===== config.mk =====
export PLATFORM = sky130hd
export DESIGN_NAME = pcssr_status_regs
export DESIGN_NICKNAME = d
export VERILOG_FILES = /design/src/shared/pcssr_pkg.sv /design/src/hw/pcssr_status_regs.sv /design/src/hw/pcssr_sync.sv
export SDC_FILE = /design/constraint.sdc
export NUM_CORES = 1
export LEC_CHECK = 0
export CORE_MARGIN = 2
export CORE_UTILIZATION = 30
export CTS_BUF_LIST = sky130_fd_sc_hd__clkbuf_8
export CTS_CLUSTER_DIAMETER = 50
export DETAILED_ROUTE_END_ITERATION = 10
export DONT_BUFFER_PORTS = 1
export GPL_TIMING_DRIVEN = 1
export PLACE_DENSITY_LB_ADDON = 0.3
export SKIP_CTS_REPAIR_TIMING = 1
export SYNTH_ARGS = -nofsm -noshare
export SYNTH_HDL_FRONTEND = slang
export SYNTH_SLANG_ARGS = --single-unit

===== constraint.sdc =====
create_clock -name aclk -period 4.9 [get_ports aclk]
set_input_delay 0.49 -clock aclk [delete_from_list [all_inputs] [get_ports aclk]]
set_output_delay 0.49 -clock aclk [all_outputs]
set_load 0.02 [all_outputs]

===== src/shared/pcssr_pkg.sv =====
// Package with register map, field positions and constants of the coding sublayer status bank.
package pcssr_pkg;
    localparam int unsigned PCSSR_ADDR_W = 16;
    localparam logic [15:0] PCSSR_MMD_SEL = 16'h3000;
    localparam logic [15:0] PCSSR_MMD_MASK = 16'hf000;
    localparam logic [15:0] PCSSR_OFS_STATUS = 16'h3901;
    localparam logic [15:0] PCSSR_OFS_STATUS2 = 16'h3902;
    localparam logic [11:0] PCSSR_IDX_STATUS = 12'h901;
    localparam logic [11:0] PCSSR_IDX_STATUS2 = 12'h902;
    localparam logic [11:0] PCSSR_IDX_IRQ_STATUS = 12'hf00;
    localparam logic [11:0] PCSSR_IDX_IRQ_MASK = 12'hf01;
    localparam int unsigned PCSSR_B_TX_IDLE_LATCHED = 11;
    localparam int unsigned PCSSR_B_RX_IDLE_LATCHED = 10;
    localparam int unsigned PCSSR_B_TX_IDLE_LIVE = 9;
    localparam int unsigned PCSSR_B_RX_IDLE_LIVE = 8;
    localparam int unsigned PCSSR_B_FAULT = 7;
    localparam int unsigned PCSSR_B_LINK_LATCHED = 2;
    localparam int unsigned PCSSR_B_LINK_LIVE = 10;
    localparam int unsigned PCSSR_B_HIGH_ERR_LIVE = 9;
    localparam int unsigned PCSSR_B_ALIGNED_LIVE = 8;
    localparam int unsigned PCSSR_B_HIGH_ERR_LATCHED = 7;
    localparam int unsigned PCSSR_B_ALIGNED_LATCHED = 6;
    localparam int unsigned PCSSR_ERR_CNT_W = 6;
    localparam int unsigned PCSSR_IRQ_W = 4;
    localparam logic [15:0] PCSSR_RESET_VAL = 16'h0000;
    localparam logic [1:0] PCSSR_RESP_OKAY = 2'b00;
    localparam logic [1:0] PCSSR_RESP_SLVERR = 2'b10;
endpackage


===== src/hw/pcssr_status_regs.sv =====
// Coding sublayer status register bank behind an AXI4-Lite slave.
// Summary of operation
// RULE1: Status bit 11 latches high when transmit idle seen; cleared by software.
// RULE2: Status bit 10 latches high when receive idle seen; cleared by software.
// RULE3: Status bit 9 shows live transmit low-power idle, read-only.
// RULE4: Status bit 8 shows live receive low-power idle, read-only.
// RULE5: Status bit 7 shows live fault condition, read-only.
// RULE6: Second bit 10 live link; first bit 2 latches low on link down.
// RULE7: Second bit 9 shows live high error rate, read-only.
// RULE8: Second bit 8 shows live block lock, read-only.
// RULE9: Second bit 7 latches high on high error rate until cleared.
// RULE10: Second bit 6 latches low on block lock loss until restored.
// RULE11: Second bits 5 to 0 hold a six-bit error event counter.
// RULE12: Offsets carry leading nibble 3 for MMD space; address drops it.
// RULE13: Zero write clears latches; a condition still present wins immediately.
// RULE14: Reserved bits read zero and ignore writes.
//
// Local design decision: the AXI4-Lite register port.
`timescale 1ns/1ps
module pcssr_status_regs
    import pcssr_pkg::*;
#(
    parameter int unsigned ERR_CNT_W = PCSSR_ERR_CNT_W
) (
    // Clock and reset.
    input wire logic aclk,
    input wire logic aresetn,
    // AXI4-Lite write address.
    input wire logic [PCSSR_ADDR_W-1:0] s_axi_awaddr,
    input wire logic s_axi_awvalid,
    output logic s_axi_awready,
    // AXI4-Lite write data.
    input wire logic [31:0] s_axi_wdata,
    input wire logic [3:0] s_axi_wstrb,
    input wire logic s_axi_wvalid,
    output logic s_axi_wready,
    // AXI4-Lite write response.
    output logic [1:0] s_axi_bresp,
    output logic s_axi_bvalid,
    input wire logic s_axi_bready,
    // AXI4-Lite read address.
    input wire logic [PCSSR_ADDR_W-1:0] s_axi_araddr,
    input wire logic s_axi_arvalid,
    output logic s_axi_arready,
    // AXI4-Lite read data.
    output logic [31:0] s_axi_rdata,
    output logic [1:0] s_axi_rresp,
    output logic s_axi_rvalid,
    input wire logic s_axi_rready,
    // Coding sublayer conditions, asynchronous to aclk.
    input wire logic tx_idle_live,
    input wire logic rx_idle_live,
    input wire logic fault_live,
    input wire logic rx_link_up,
    input wire logic high_error_rate_live,
    input wire logic rx_block_aligned,
    input wire logic error_event,
    // Interrupt.
    output logic irq
);
    localparam int unsigned NSYNC = 7;

    typedef struct packed {
        logic aw_held;
        logic awready;
        logic wready;
        logic arready;
        logic [11:0] aw_idx;
        logic w_held;
        logic [15:0] w_data;
        logic w_low_en;
        logic w_high_en;
        logic bvalid;
        logic [1:0] bresp;
        logic rvalid;
        logic [15:0] rdata;
        logic [1:0] rresp;
        logic tx_idle_seen_latched;
        logic rx_idle_seen_latched;
        logic rx_link_up_latched_low;
        logic high_error_rate_latched;
        logic rx_block_aligned_latched_low;
        logic [ERR_CNT_W-1:0] err_count;
        logic err_evt_prev;
        logic [PCSSR_IRQ_W-1:0] irq_status;
        logic [PCSSR_IRQ_W-1:0] irq_mask;
        logic irq;
    } pcssr_state_t;

    pcssr_state_t state;
    pcssr_state_t next_state;

    logic [NSYNC-1:0] sync_q;
    logic s_tx_idle;
    logic s_rx_idle;
    logic s_fault;
    logic s_link;
    logic s_high_err;
    logic s_aligned;
    logic s_err_evt;
    logic [15:0] status_word;
    logic [15:0] status2_word;

    pcssr_sync #(
        .WIDTH(NSYNC)
    ) u_sync (
        .aclk(aclk),
        .aresetn(aresetn),
        .async_in({error_event, rx_block_aligned, high_error_rate_live, rx_link_up,
            fault_live, rx_idle_live, tx_idle_live}),
        .sync_out(sync_q)
    );

    assign {s_err_evt, s_aligned, s_high_err, s_link, s_fault, s_rx_idle, s_tx_idle} = sync_q;

    // Read views; every unlisted bit reads zero.
    always_comb begin
        status_word = PCSSR_RESET_VAL; // RULE14
        status_word[PCSSR_B_TX_IDLE_LATCHED] = state.tx_idle_seen_latched; // RULE1
        status_word[PCSSR_B_RX_IDLE_LATCHED] = state.rx_idle_seen_latched; // RULE2
        status_word[PCSSR_B_TX_IDLE_LIVE] = s_tx_idle; // RULE3
        status_word[PCSSR_B_RX_IDLE_LIVE] = s_rx_idle; // RULE4
        status_word[PCSSR_B_FAULT] = s_fault; // RULE5
        status_word[PCSSR_B_LINK_LATCHED] = state.rx_link_up_latched_low; // RULE6
        status2_word = PCSSR_RESET_VAL; // RULE14
        status2_word[PCSSR_B_LINK_LIVE] = s_link; // RULE6
        status2_word[PCSSR_B_HIGH_ERR_LIVE] = s_high_err; // RULE7
        status2_word[PCSSR_B_ALIGNED_LIVE] = s_aligned; // RULE8
        status2_word[PCSSR_B_HIGH_ERR_LATCHED] = state.high_error_rate_latched; // RULE9
        status2_word[PCSSR_B_ALIGNED_LATCHED] = state.rx_block_aligned_latched_low; // RULE10
        status2_word[ERR_CNT_W-1:0] = state.err_count; // RULE11
    end

    always_comb begin
        logic wr_st;
        logic wr_st2;
        logic [11:0] ridx;
        logic [PCSSR_IRQ_W-1:0] events;
        logic [15:0] wd;
        wr_st = 1'b0;
        wr_st2 = 1'b0;
        ridx = 12'h000;
        events = '0;
        wd = 16'h0000;
        next_state = state;
        // Address and data are taken independently and held until both are present.
        if (s_axi_awvalid && state.awready) begin
            next_state.aw_held = 1'b1;
            next_state.aw_idx = s_axi_awaddr[11:0]; // RULE12
        end
        if (s_axi_wvalid && state.wready) begin
            next_state.w_held = 1'b1;
            next_state.w_data = s_axi_wdata[15:0];
            next_state.w_low_en = s_axi_wstrb[0];
            next_state.w_high_en = s_axi_wstrb[1];
        end
        if (state.aw_held && state.w_held && !state.bvalid) begin
            next_state.aw_held = 1'b0;
            next_state.w_held = 1'b0;
            next_state.bvalid = 1'b1;
            next_state.bresp = PCSSR_RESP_OKAY;
            wd = state.w_data;
            if (!state.w_low_en) begin
                wd[7:0] = 8'hff;
            end
            if (!state.w_high_en) begin
                wd[15:8] = 8'hff;
            end
            case (state.aw_idx)
                PCSSR_IDX_STATUS: wr_st = 1'b1;
                PCSSR_IDX_STATUS2: wr_st2 = 1'b1;
                PCSSR_IDX_IRQ_STATUS: next_state.irq_status = state.irq_status &
                    ~(state.w_low_en ? state.w_data[PCSSR_IRQ_W-1:0] : '0);
                PCSSR_IDX_IRQ_MASK: begin
                    if (state.w_low_en) begin
                        next_state.irq_mask = state.w_data[PCSSR_IRQ_W-1:0];
                    end
                end
                default: next_state.bresp = PCSSR_RESP_SLVERR;
            endcase
        end
        if (state.bvalid && s_axi_bready) begin
            next_state.bvalid = 1'b0;
        end
        // Zero writes release latches; present conditions take priority below.
        if (wr_st && !wd[PCSSR_B_TX_IDLE_LATCHED]) begin
            next_state.tx_idle_seen_latched = 1'b0; // RULE13
        end
        if (wr_st && !wd[PCSSR_B_RX_IDLE_LATCHED]) begin
            next_state.rx_idle_seen_latched = 1'b0; // RULE13
        end
        if (wr_st && !wd[PCSSR_B_LINK_LATCHED]) begin
            next_state.rx_link_up_latched_low = s_link; // RULE13
        end
        if (wr_st2 && !wd[PCSSR_B_HIGH_ERR_LATCHED]) begin
            next_state.high_error_rate_latched = 1'b0; // RULE13
        end
        if (wr_st2 && !wd[PCSSR_B_ALIGNED_LATCHED]) begin
            next_state.rx_block_aligned_latched_low = s_aligned; // RULE13
        end
        if (s_tx_idle) begin
            next_state.tx_idle_seen_latched = 1'b1; // RULE1
        end
        if (s_rx_idle) begin
            next_state.rx_idle_seen_latched = 1'b1; // RULE2
        end
        if (!s_link) begin
            next_state.rx_link_up_latched_low = 1'b0; // RULE6
        end
        if (s_high_err) begin
            next_state.high_error_rate_latched = 1'b1; // RULE9
        end
        if (!s_aligned) begin
            next_state.rx_block_aligned_latched_low = 1'b0; // RULE10
        end
        next_state.err_evt_prev = s_err_evt;
        if (s_err_evt && !state.err_evt_prev) begin
            next_state.err_count = state.err_count + 1'b1; // RULE11
        end
        // Interrupt events: latch sets and the falling edge of the latched-low link bit.
        events[0] = s_tx_idle && !state.tx_idle_seen_latched;
        events[1] = s_rx_idle && !state.rx_idle_seen_latched;
        events[2] = !s_link && state.rx_link_up_latched_low;
        events[3] = s_high_err && !state.high_error_rate_latched;
        next_state.irq_status = next_state.irq_status | events;
        next_state.irq = |(next_state.irq_status & next_state.irq_mask);
        // Read channel: one cycle from address to data.
        if (s_axi_arvalid && state.arready) begin
            ridx = s_axi_araddr[11:0]; // RULE12
            next_state.rvalid = 1'b1;
            next_state.rresp = PCSSR_RESP_OKAY;
            case (ridx)
                PCSSR_IDX_STATUS: next_state.rdata = status_word;
                PCSSR_IDX_STATUS2: next_state.rdata = status2_word;
                PCSSR_IDX_IRQ_STATUS: next_state.rdata = {12'h000, state.irq_status};
                PCSSR_IDX_IRQ_MASK: next_state.rdata = {12'h000, state.irq_mask};
                default: begin
                    next_state.rdata = 16'h0000;
                    next_state.rresp = PCSSR_RESP_SLVERR;
                end
            endcase
        end else if (state.rvalid && s_axi_rready) begin
            next_state.rvalid = 1'b0;
        end
        // Ready flags are registered so that the bus sees flop outputs only.
        next_state.awready = !next_state.aw_held;
        next_state.wready = !next_state.w_held;
        next_state.arready = !next_state.rvalid;
    end

    always_ff @(posedge aclk) begin
        if (!aresetn) begin
            state <= '0;
        end else begin
            state <= next_state;
        end
    end

    assign s_axi_awready = state.awready;
    assign s_axi_wready = state.wready;
    assign s_axi_bvalid = state.bvalid;
    assign s_axi_bresp = state.bresp;
    assign s_axi_arready = state.arready;
    assign s_axi_rvalid = state.rvalid;
    assign s_axi_rdata = {16'h0000, state.rdata};
    assign s_axi_rresp = state.rresp;
    assign irq = state.irq;

    // Helpers that mirror the cycle in which a write to each status register executes.
    logic wr_dbg;
    logic wr2_dbg;
    assign wr_dbg = state.aw_held && state.w_held && !state.bvalid &&
        state.aw_idx == PCSSR_IDX_STATUS;
    assign wr2_dbg = state.aw_held && state.w_held && !state.bvalid &&
        state.aw_idx == PCSSR_IDX_STATUS2;

    tx_latch_set_a: assert property (@(posedge aclk) disable iff (!aresetn) // RULE1
        s_tx_idle |=> state.tx_idle_seen_latched)
        else $error("transmit idle latch did not set");
    rx_latch_set_a: assert property (@(posedge aclk) disable iff (!aresetn) // RULE2
        s_rx_idle |=> state.rx_idle_seen_latched)
        else $error("receive idle latch did not set");
    tx_live_read_a: assert property (@(posedge aclk) disable iff (!aresetn) // RULE3
        s_axi_arvalid && s_axi_arready && s_axi_araddr[11:0] == PCSSR_IDX_STATUS
        |=> s_axi_rdata[PCSSR_B_TX_IDLE_LIVE] == $past(s_tx_idle))
        else $error("transmit idle live bit wrong");
    rx_live_read_a: assert property (@(posedge aclk) disable iff (!aresetn) // RULE4
        s_axi_arvalid && s_axi_arready && s_axi_araddr[11:0] == PCSSR_IDX_STATUS
        |=> s_axi_rdata[PCSSR_B_RX_IDLE_LIVE] == $past(s_rx_idle))
        else $error("receive idle live bit wrong");
    fault_read_a: assert property (@(posedge aclk) disable iff (!aresetn) // RULE5
        s_axi_arvalid && s_axi_arready && s_axi_araddr[11:0] == PCSSR_IDX_STATUS
        |=> s_axi_rdata[PCSSR_B_FAULT] == $past(s_fault))
        else $error("fault bit wrong");
    link_live_read_a: assert property (@(posedge aclk) disable iff (!aresetn) // RULE6
        s_axi_arvalid && s_axi_arready && s_axi_araddr[11:0] == PCSSR_IDX_STATUS2
        |=> s_axi_rdata[PCSSR_B_LINK_LIVE] == $past(s_link))
        else $error("live link bit wrong");
    high_err_read_a: assert property (@(posedge aclk) disable iff (!aresetn) // RULE7
        s_axi_arvalid && s_axi_arready && s_axi_araddr[11:0] == PCSSR_IDX_STATUS2
        |=> s_axi_rdata[PCSSR_B_HIGH_ERR_LIVE] == $past(s_high_err))
        else $error("live high error rate bit wrong");
    aligned_read_a: assert property (@(posedge aclk) disable iff (!aresetn) // RULE8
        s_axi_arvalid && s_axi_arready && s_axi_araddr[11:0] == PCSSR_IDX_STATUS2
        |=> s_axi_rdata[PCSSR_B_ALIGNED_LIVE] == $past(s_aligned))
        else $error("live block lock bit wrong");
    link_latch_low_a: assert property (@(posedge aclk) disable iff (!aresetn) // RULE6
        !s_link |=> !state.rx_link_up_latched_low)
        else $error("link latch did not drop");
    high_err_latch_a: assert property (@(posedge aclk) disable iff (!aresetn) // RULE9
        s_high_err |=> state.high_error_rate_latched)
        else $error("high error rate latch did not set");
    aligned_latch_a: assert property (@(posedge aclk) disable iff (!aresetn) // RULE10
        !s_aligned |=> !state.rx_block_aligned_latched_low)
        else $error("block lock latch did not drop");
    err_count_a: assert property (@(posedge aclk) disable iff (!aresetn) // RULE11
        s_err_evt && !state.err_evt_prev
        |=> state.err_count == $past(state.err_count) + 1'b1)
        else $error("error counter did not advance");
    count_hold_a: assert property (@(posedge aclk) disable iff (!aresetn) // RULE11
        !(s_err_evt && !state.err_evt_prev)
        |=> state.err_count == $past(state.err_count))
        else $error("error counter moved without an event");
    reserved_zero_a: assert property (@(posedge aclk) disable iff (!aresetn) // RULE14
        s_axi_rvalid |-> s_axi_rdata[31:12] == 20'h00000)
        else $error("reserved bits not zero");
    latch_hold_a: assert property (@(posedge aclk) disable iff (!aresetn) // RULE13
        state.tx_idle_seen_latched && !wr_dbg |=> state.tx_idle_seen_latched)
        else $error("transmit latch lost without clear");
    tx_clear_a: assert property (@(posedge aclk) disable iff (!aresetn) // RULE13
        wr_dbg && state.w_high_en && !state.w_data[PCSSR_B_TX_IDLE_LATCHED] && !s_tx_idle
        |=> !state.tx_idle_seen_latched)
        else $error("transmit idle latch not cleared");
    link_reload_a: assert property (@(posedge aclk) disable iff (!aresetn) // RULE13
        wr_dbg && state.w_low_en && !state.w_data[PCSSR_B_LINK_LATCHED] && s_link
        |=> state.rx_link_up_latched_low)
        else $error("link latch not restored");
    hi_err_clear_a: assert property (@(posedge aclk) disable iff (!aresetn) // RULE13
        wr2_dbg && state.w_low_en && !state.w_data[PCSSR_B_HIGH_ERR_LATCHED] && !s_high_err
        |=> !state.high_error_rate_latched)
        else $error("high error rate latch not cleared");
    aligned_reload_a: assert property (@(posedge aclk) disable iff (!aresetn) // RULE13
        wr2_dbg && state.w_low_en && !state.w_data[PCSSR_B_ALIGNED_LATCHED] && s_aligned
        |=> state.rx_block_aligned_latched_low)
        else $error("block lock latch not restored");
    bvalid_drop_a: assert property (@(posedge aclk) disable iff (!aresetn)
        s_axi_bvalid && s_axi_bready |=> !s_axi_bvalid)
        else $error("write response did not retire");
    rvalid_drop_a: assert property (@(posedge aclk) disable iff (!aresetn)
        s_axi_rvalid && s_axi_rready |=> !s_axi_rvalid && s_axi_arready)
        else $error("read data did not retire");

    write_seen_c: cover property (@(posedge aclk) disable iff (!aresetn)
        s_axi_bvalid && s_axi_bready);
    read_seen_c: cover property (@(posedge aclk) disable iff (!aresetn)
        s_axi_rvalid && s_axi_rready);
    irq_seen_c: cover property (@(posedge aclk) disable iff (!aresetn) irq);
    count_full_c: cover property (@(posedge aclk) disable iff (!aresetn)
        state.err_count == '1);
endmodule


===== src/hw/pcssr_sync.sv =====
// Two flip-flop synchroniser for a vector of asynchronous inputs.
`timescale 1ns/1ps
module pcssr_sync #(
    parameter int unsigned WIDTH = 1
) (
    // Clock and reset.
    input wire logic aclk,
    input wire logic aresetn,
    // Data.
    input wire logic [WIDTH-1:0] async_in,
    output logic [WIDTH-1:0] sync_out
);
    typedef struct packed {
        logic [WIDTH-1:0] stage1;
        logic [WIDTH-1:0] stage2;
    } pcssr_sync_state_t;

    pcssr_sync_state_t state;
    pcssr_sync_state_t next_state;

    always_comb begin
        next_state = state;
        next_state.stage1 = async_in;
        next_state.stage2 = state.stage1;
    end

    always_ff @(posedge aclk) begin
        if (!aresetn) begin
            state <= '0;
        end else begin
            state <= next_state;
        end
    end

    assign sync_out = state.stage2;
endmodule


==> flow_metrics.tcl <==
set metrics [dict create \
    final_cell_mix "78 x dfxtp_1, 68 x nand2_1, 39 x a21oi_1" \
    relSlewSlack_pct 31.1 \
    layout_commonest_cell "dfxtp_1" \
    clk_path_buf_depth 2 \
    path_buf_inv 1 \
    place.gp.congestion 0.787 \
    p_leak_uw 0.00125 \
    grt_pass1_vias 2334 \
    fin_nets 454 \
    hold_viol 0 \
    gr-usage-all-layers_pct 12.7 \
    rows 38 \
    endpoint_kind "flip-flop" \
    cp-start-kind "flip-flop" \
    cts_buffers 9 \
    syn_to_final_growth_pct 5.26 \
    synth_area_per_cell_sq_um 8.68 \
    internal_power_uw 1080 \
    cp.required_ps 5100 \
    drtPass1Iterations 4 \
    grt_pass1_wl_mm 11.6 \
    pwr-share-comb_pct 5.5 \
    wl_per_cell_um 14.2 \
    drt-initial-drc-count 115 \
    core_area_sq_um 10900 \
    p_sw_uw 295 \
    async_flop_share_pct 0 \
    antenna_found_initial 0 \
    vias_per_cell 4.69 \
    final_cells 514 \
    synth.top_cell.area_share_pct 46.3 \
    rsz0062_at_grt "false" \
    clock_skew_ps 11.2 \
    synth_cell_types 48 \
    io_pins 124 \
    synth_area_leader_cell "dfxtp_1" \
    numClockSinks 78 \
    synth-seq-cells 78 \
    fin_setup_tns_ps 0 \
    synth-edff-count 0 \
    slowest_stage "or4_4" \
    cpPeakStageDelay_ps 540 \
    postRouteAntennaNets 0 \
    synth_sequential_area_ratio_pct 46.3 \
    vias 2411 \
    maxCapViolCount 0 \
    path_delay_family "simple AND/OR/NAND/NOR gates" \
    grt_max_degree 28 \
    synth_area_sq_um 3380 \
    period_needed_ps 2250 \
    path_class "flip-flop to flip-flop" \
    finalSetupViolCount 0 \
    worstPathMaxFanout 11 \
    path_clk_slew_ps 80 \
    insertion_delay_ps 350 \
    ys_top_cells_by_area "dfxtp_1 46%, buf_4 8.2%, nand2_1 7.6%" \
    yosysWarningCount 0 \
    synth_flop_cell "dfxtp_1" \
    die_h_um 110 \
    die_w_um 110 \
    outcome "finished clean" \
    finalCritPeriodShare_pct 45.9 \
    cts-root-buf "clkbuf_8" \
    syn_inst 389 \
    portBuffers 0 \
    path_cells "or4_4 -> nor4_1 -> buf_4 -> nand2_1 -> o221ai_1 -> a41oi_2" \
    fill_cells 1170 \
    drt-total-wl_mm 7.30 \
    diodes 0 \
    swShare_pct 21.4 \
    maxSlewViolCount 0 \
    drive_gt1_share_pct 6.95 \
    start_util_pct 31.0 \
    irDropWorstVdd_mv 0.143 \
    critical_path_arrival_ps 2450 \
    grt_overflow 0 \
    power_density_nw_per_um2 387 \
    tightest_slew_ps 1020 \
    power_frac_seq_pct 49.5 \
    hold_path_class "input port to flip-flop" \
    pwr-share-clk_pct 45.1 \
    fmax_mhz 445 \
    dp_hpwl_mm 5.43 \
    tritoncts "done" \
    htreeDepth 3 \
    fp.dieArea_sq_um 12100 \
    placed_cells 500 \
    drc 0 \
]
==> worst reg2reg max path, cell delays in order (launching register included) <==
cell,delay [ps]
dfxtp_1,320
or4_4,540
nor4_1,300
buf_4,240
nand2_1,210
o221ai_1,350
a41oi_2,150
==> state kept, by name, indices dropped and copies added, names as in the netlist <==
name               flops
s_axi_wready           1
u_sync.next_state      7
irq                    1
s_axi_bresp            1
s_axi_rdata           12
s_axi_awready          1
s_axi_bvalid           1
u_sync.sync_out        7
state                 44
s_axi_rresp            1
s_axi_arready          1
s_axi_rvalid           1
==> logic make-up (layout without fill, tap and decap cells) <==
kind of cell               after synthesis  count (layout)  share of synthesized area, %
adders and majority gates                1               1                         0.371
buffers and inverters                   64              28                          11.8
AOI/OAI and AO/OA                       87              87                          16.5
xor gates and xnor gates                 6               6                          1.56
DFF                                     78              78                          46.3
muxes                                    5               5                          1.48
other                                    1              22                         0.111
and+or+nand+nor                        147             147                          21.9
==> area by class of cell <==
class / instances / area (sq um) / share of cell area (%)
sequential: 78 / 1560 / 43.9
multi-input combinational: 268 / 1500 / 42.1
tap: 140 / 175 / 4.93
clock buffer: 10 / 138 / 3.87
clock inverter: 4 / 120 / 3.38
inverter: 11 / 41.3 / 1.16
timing repair buffer: 3 / 22.5 / 0.634
==> power groups by stage <==
| stage | registers (uW) | logic, uW | clock network, uW |
|---|---|---|---|
| 2_1_floorplan | 687 | 86.8 | 0 |
| 3_3_place_gp | 694 | 74.6 | 0 |
| 3_5_place_dp | 695 | 75.9 | 0 |
| 4_1_cts | 680 | 75.9 | 639 |
| 5_1_grt | 684 | 85.9 | 668 |
| 6_report | 680 | 75.0 | 620 |
==> path summary, 6_finish.rpt <==
kind	startpoint	end	slack, ps	depth (start not counted)
setup / recovery	state[66]	irq	2650	6
hold / removal	aresetn	state[7]	260	1
setup reg to reg	state[66]	irq	2650	6
hold reg to reg	u_sync.next_state[0]	u_sync.sync_out[0]	440	1
==> routing by layer <==
metal	vias up	share of wire [%]	global-route usage, %
met5	-	0	0
met4	0	1.5	5.15
met3	11	7.7	4.59
met2	72	45	19.6
met1	1091	46	16.1
li1	1237	-	-
==> stage by stage <==
step / power (uW) / utilization, % / setup WS, ps / cell area, sq um / hold slack, ps
global placement: 769 / 30.3 / 2480 / 3300 / 421
floorplan: 774 / - / 2890 / 3450 / 412
CTS: 1400 / 32.6 / 2640 / 3550 / 243
global route: 1440 / 32.6 / 2540 / 3550 / 238
detailed placement: 771 / 30.3 / 2460 / 3300 / 419
finish: 1380 / 32.6 / 2650 / 3550 / 260
==> Yosys cell counts, types with 2 or more instances <==
library cell,n
a21boi_0,4
a21oi_1,39
a22oi_1,6
a2bb2oi_1,5
a31oi_1,4
and2_1,20
buf_4,37
clkbuf_1,13
dfxtp_1,78
inv_1,11
mux2i_1,5
nand2_1,68
nand2b_1,3
nand3_1,9
nand4_1,3
nand4b_1,3
nor2_1,15
nor2b_1,5
nor3_1,4
nor4_1,3
nor4bb_1,3
o21a_1,2
o21ai_0,14
o221ai_1,3
o22a_2,2
o31ai_1,2
or3_1,2
or4_4,2
xnor2_1,2
xor2_1,4
No activity file was read; power rests on OpenSTA's default activity.
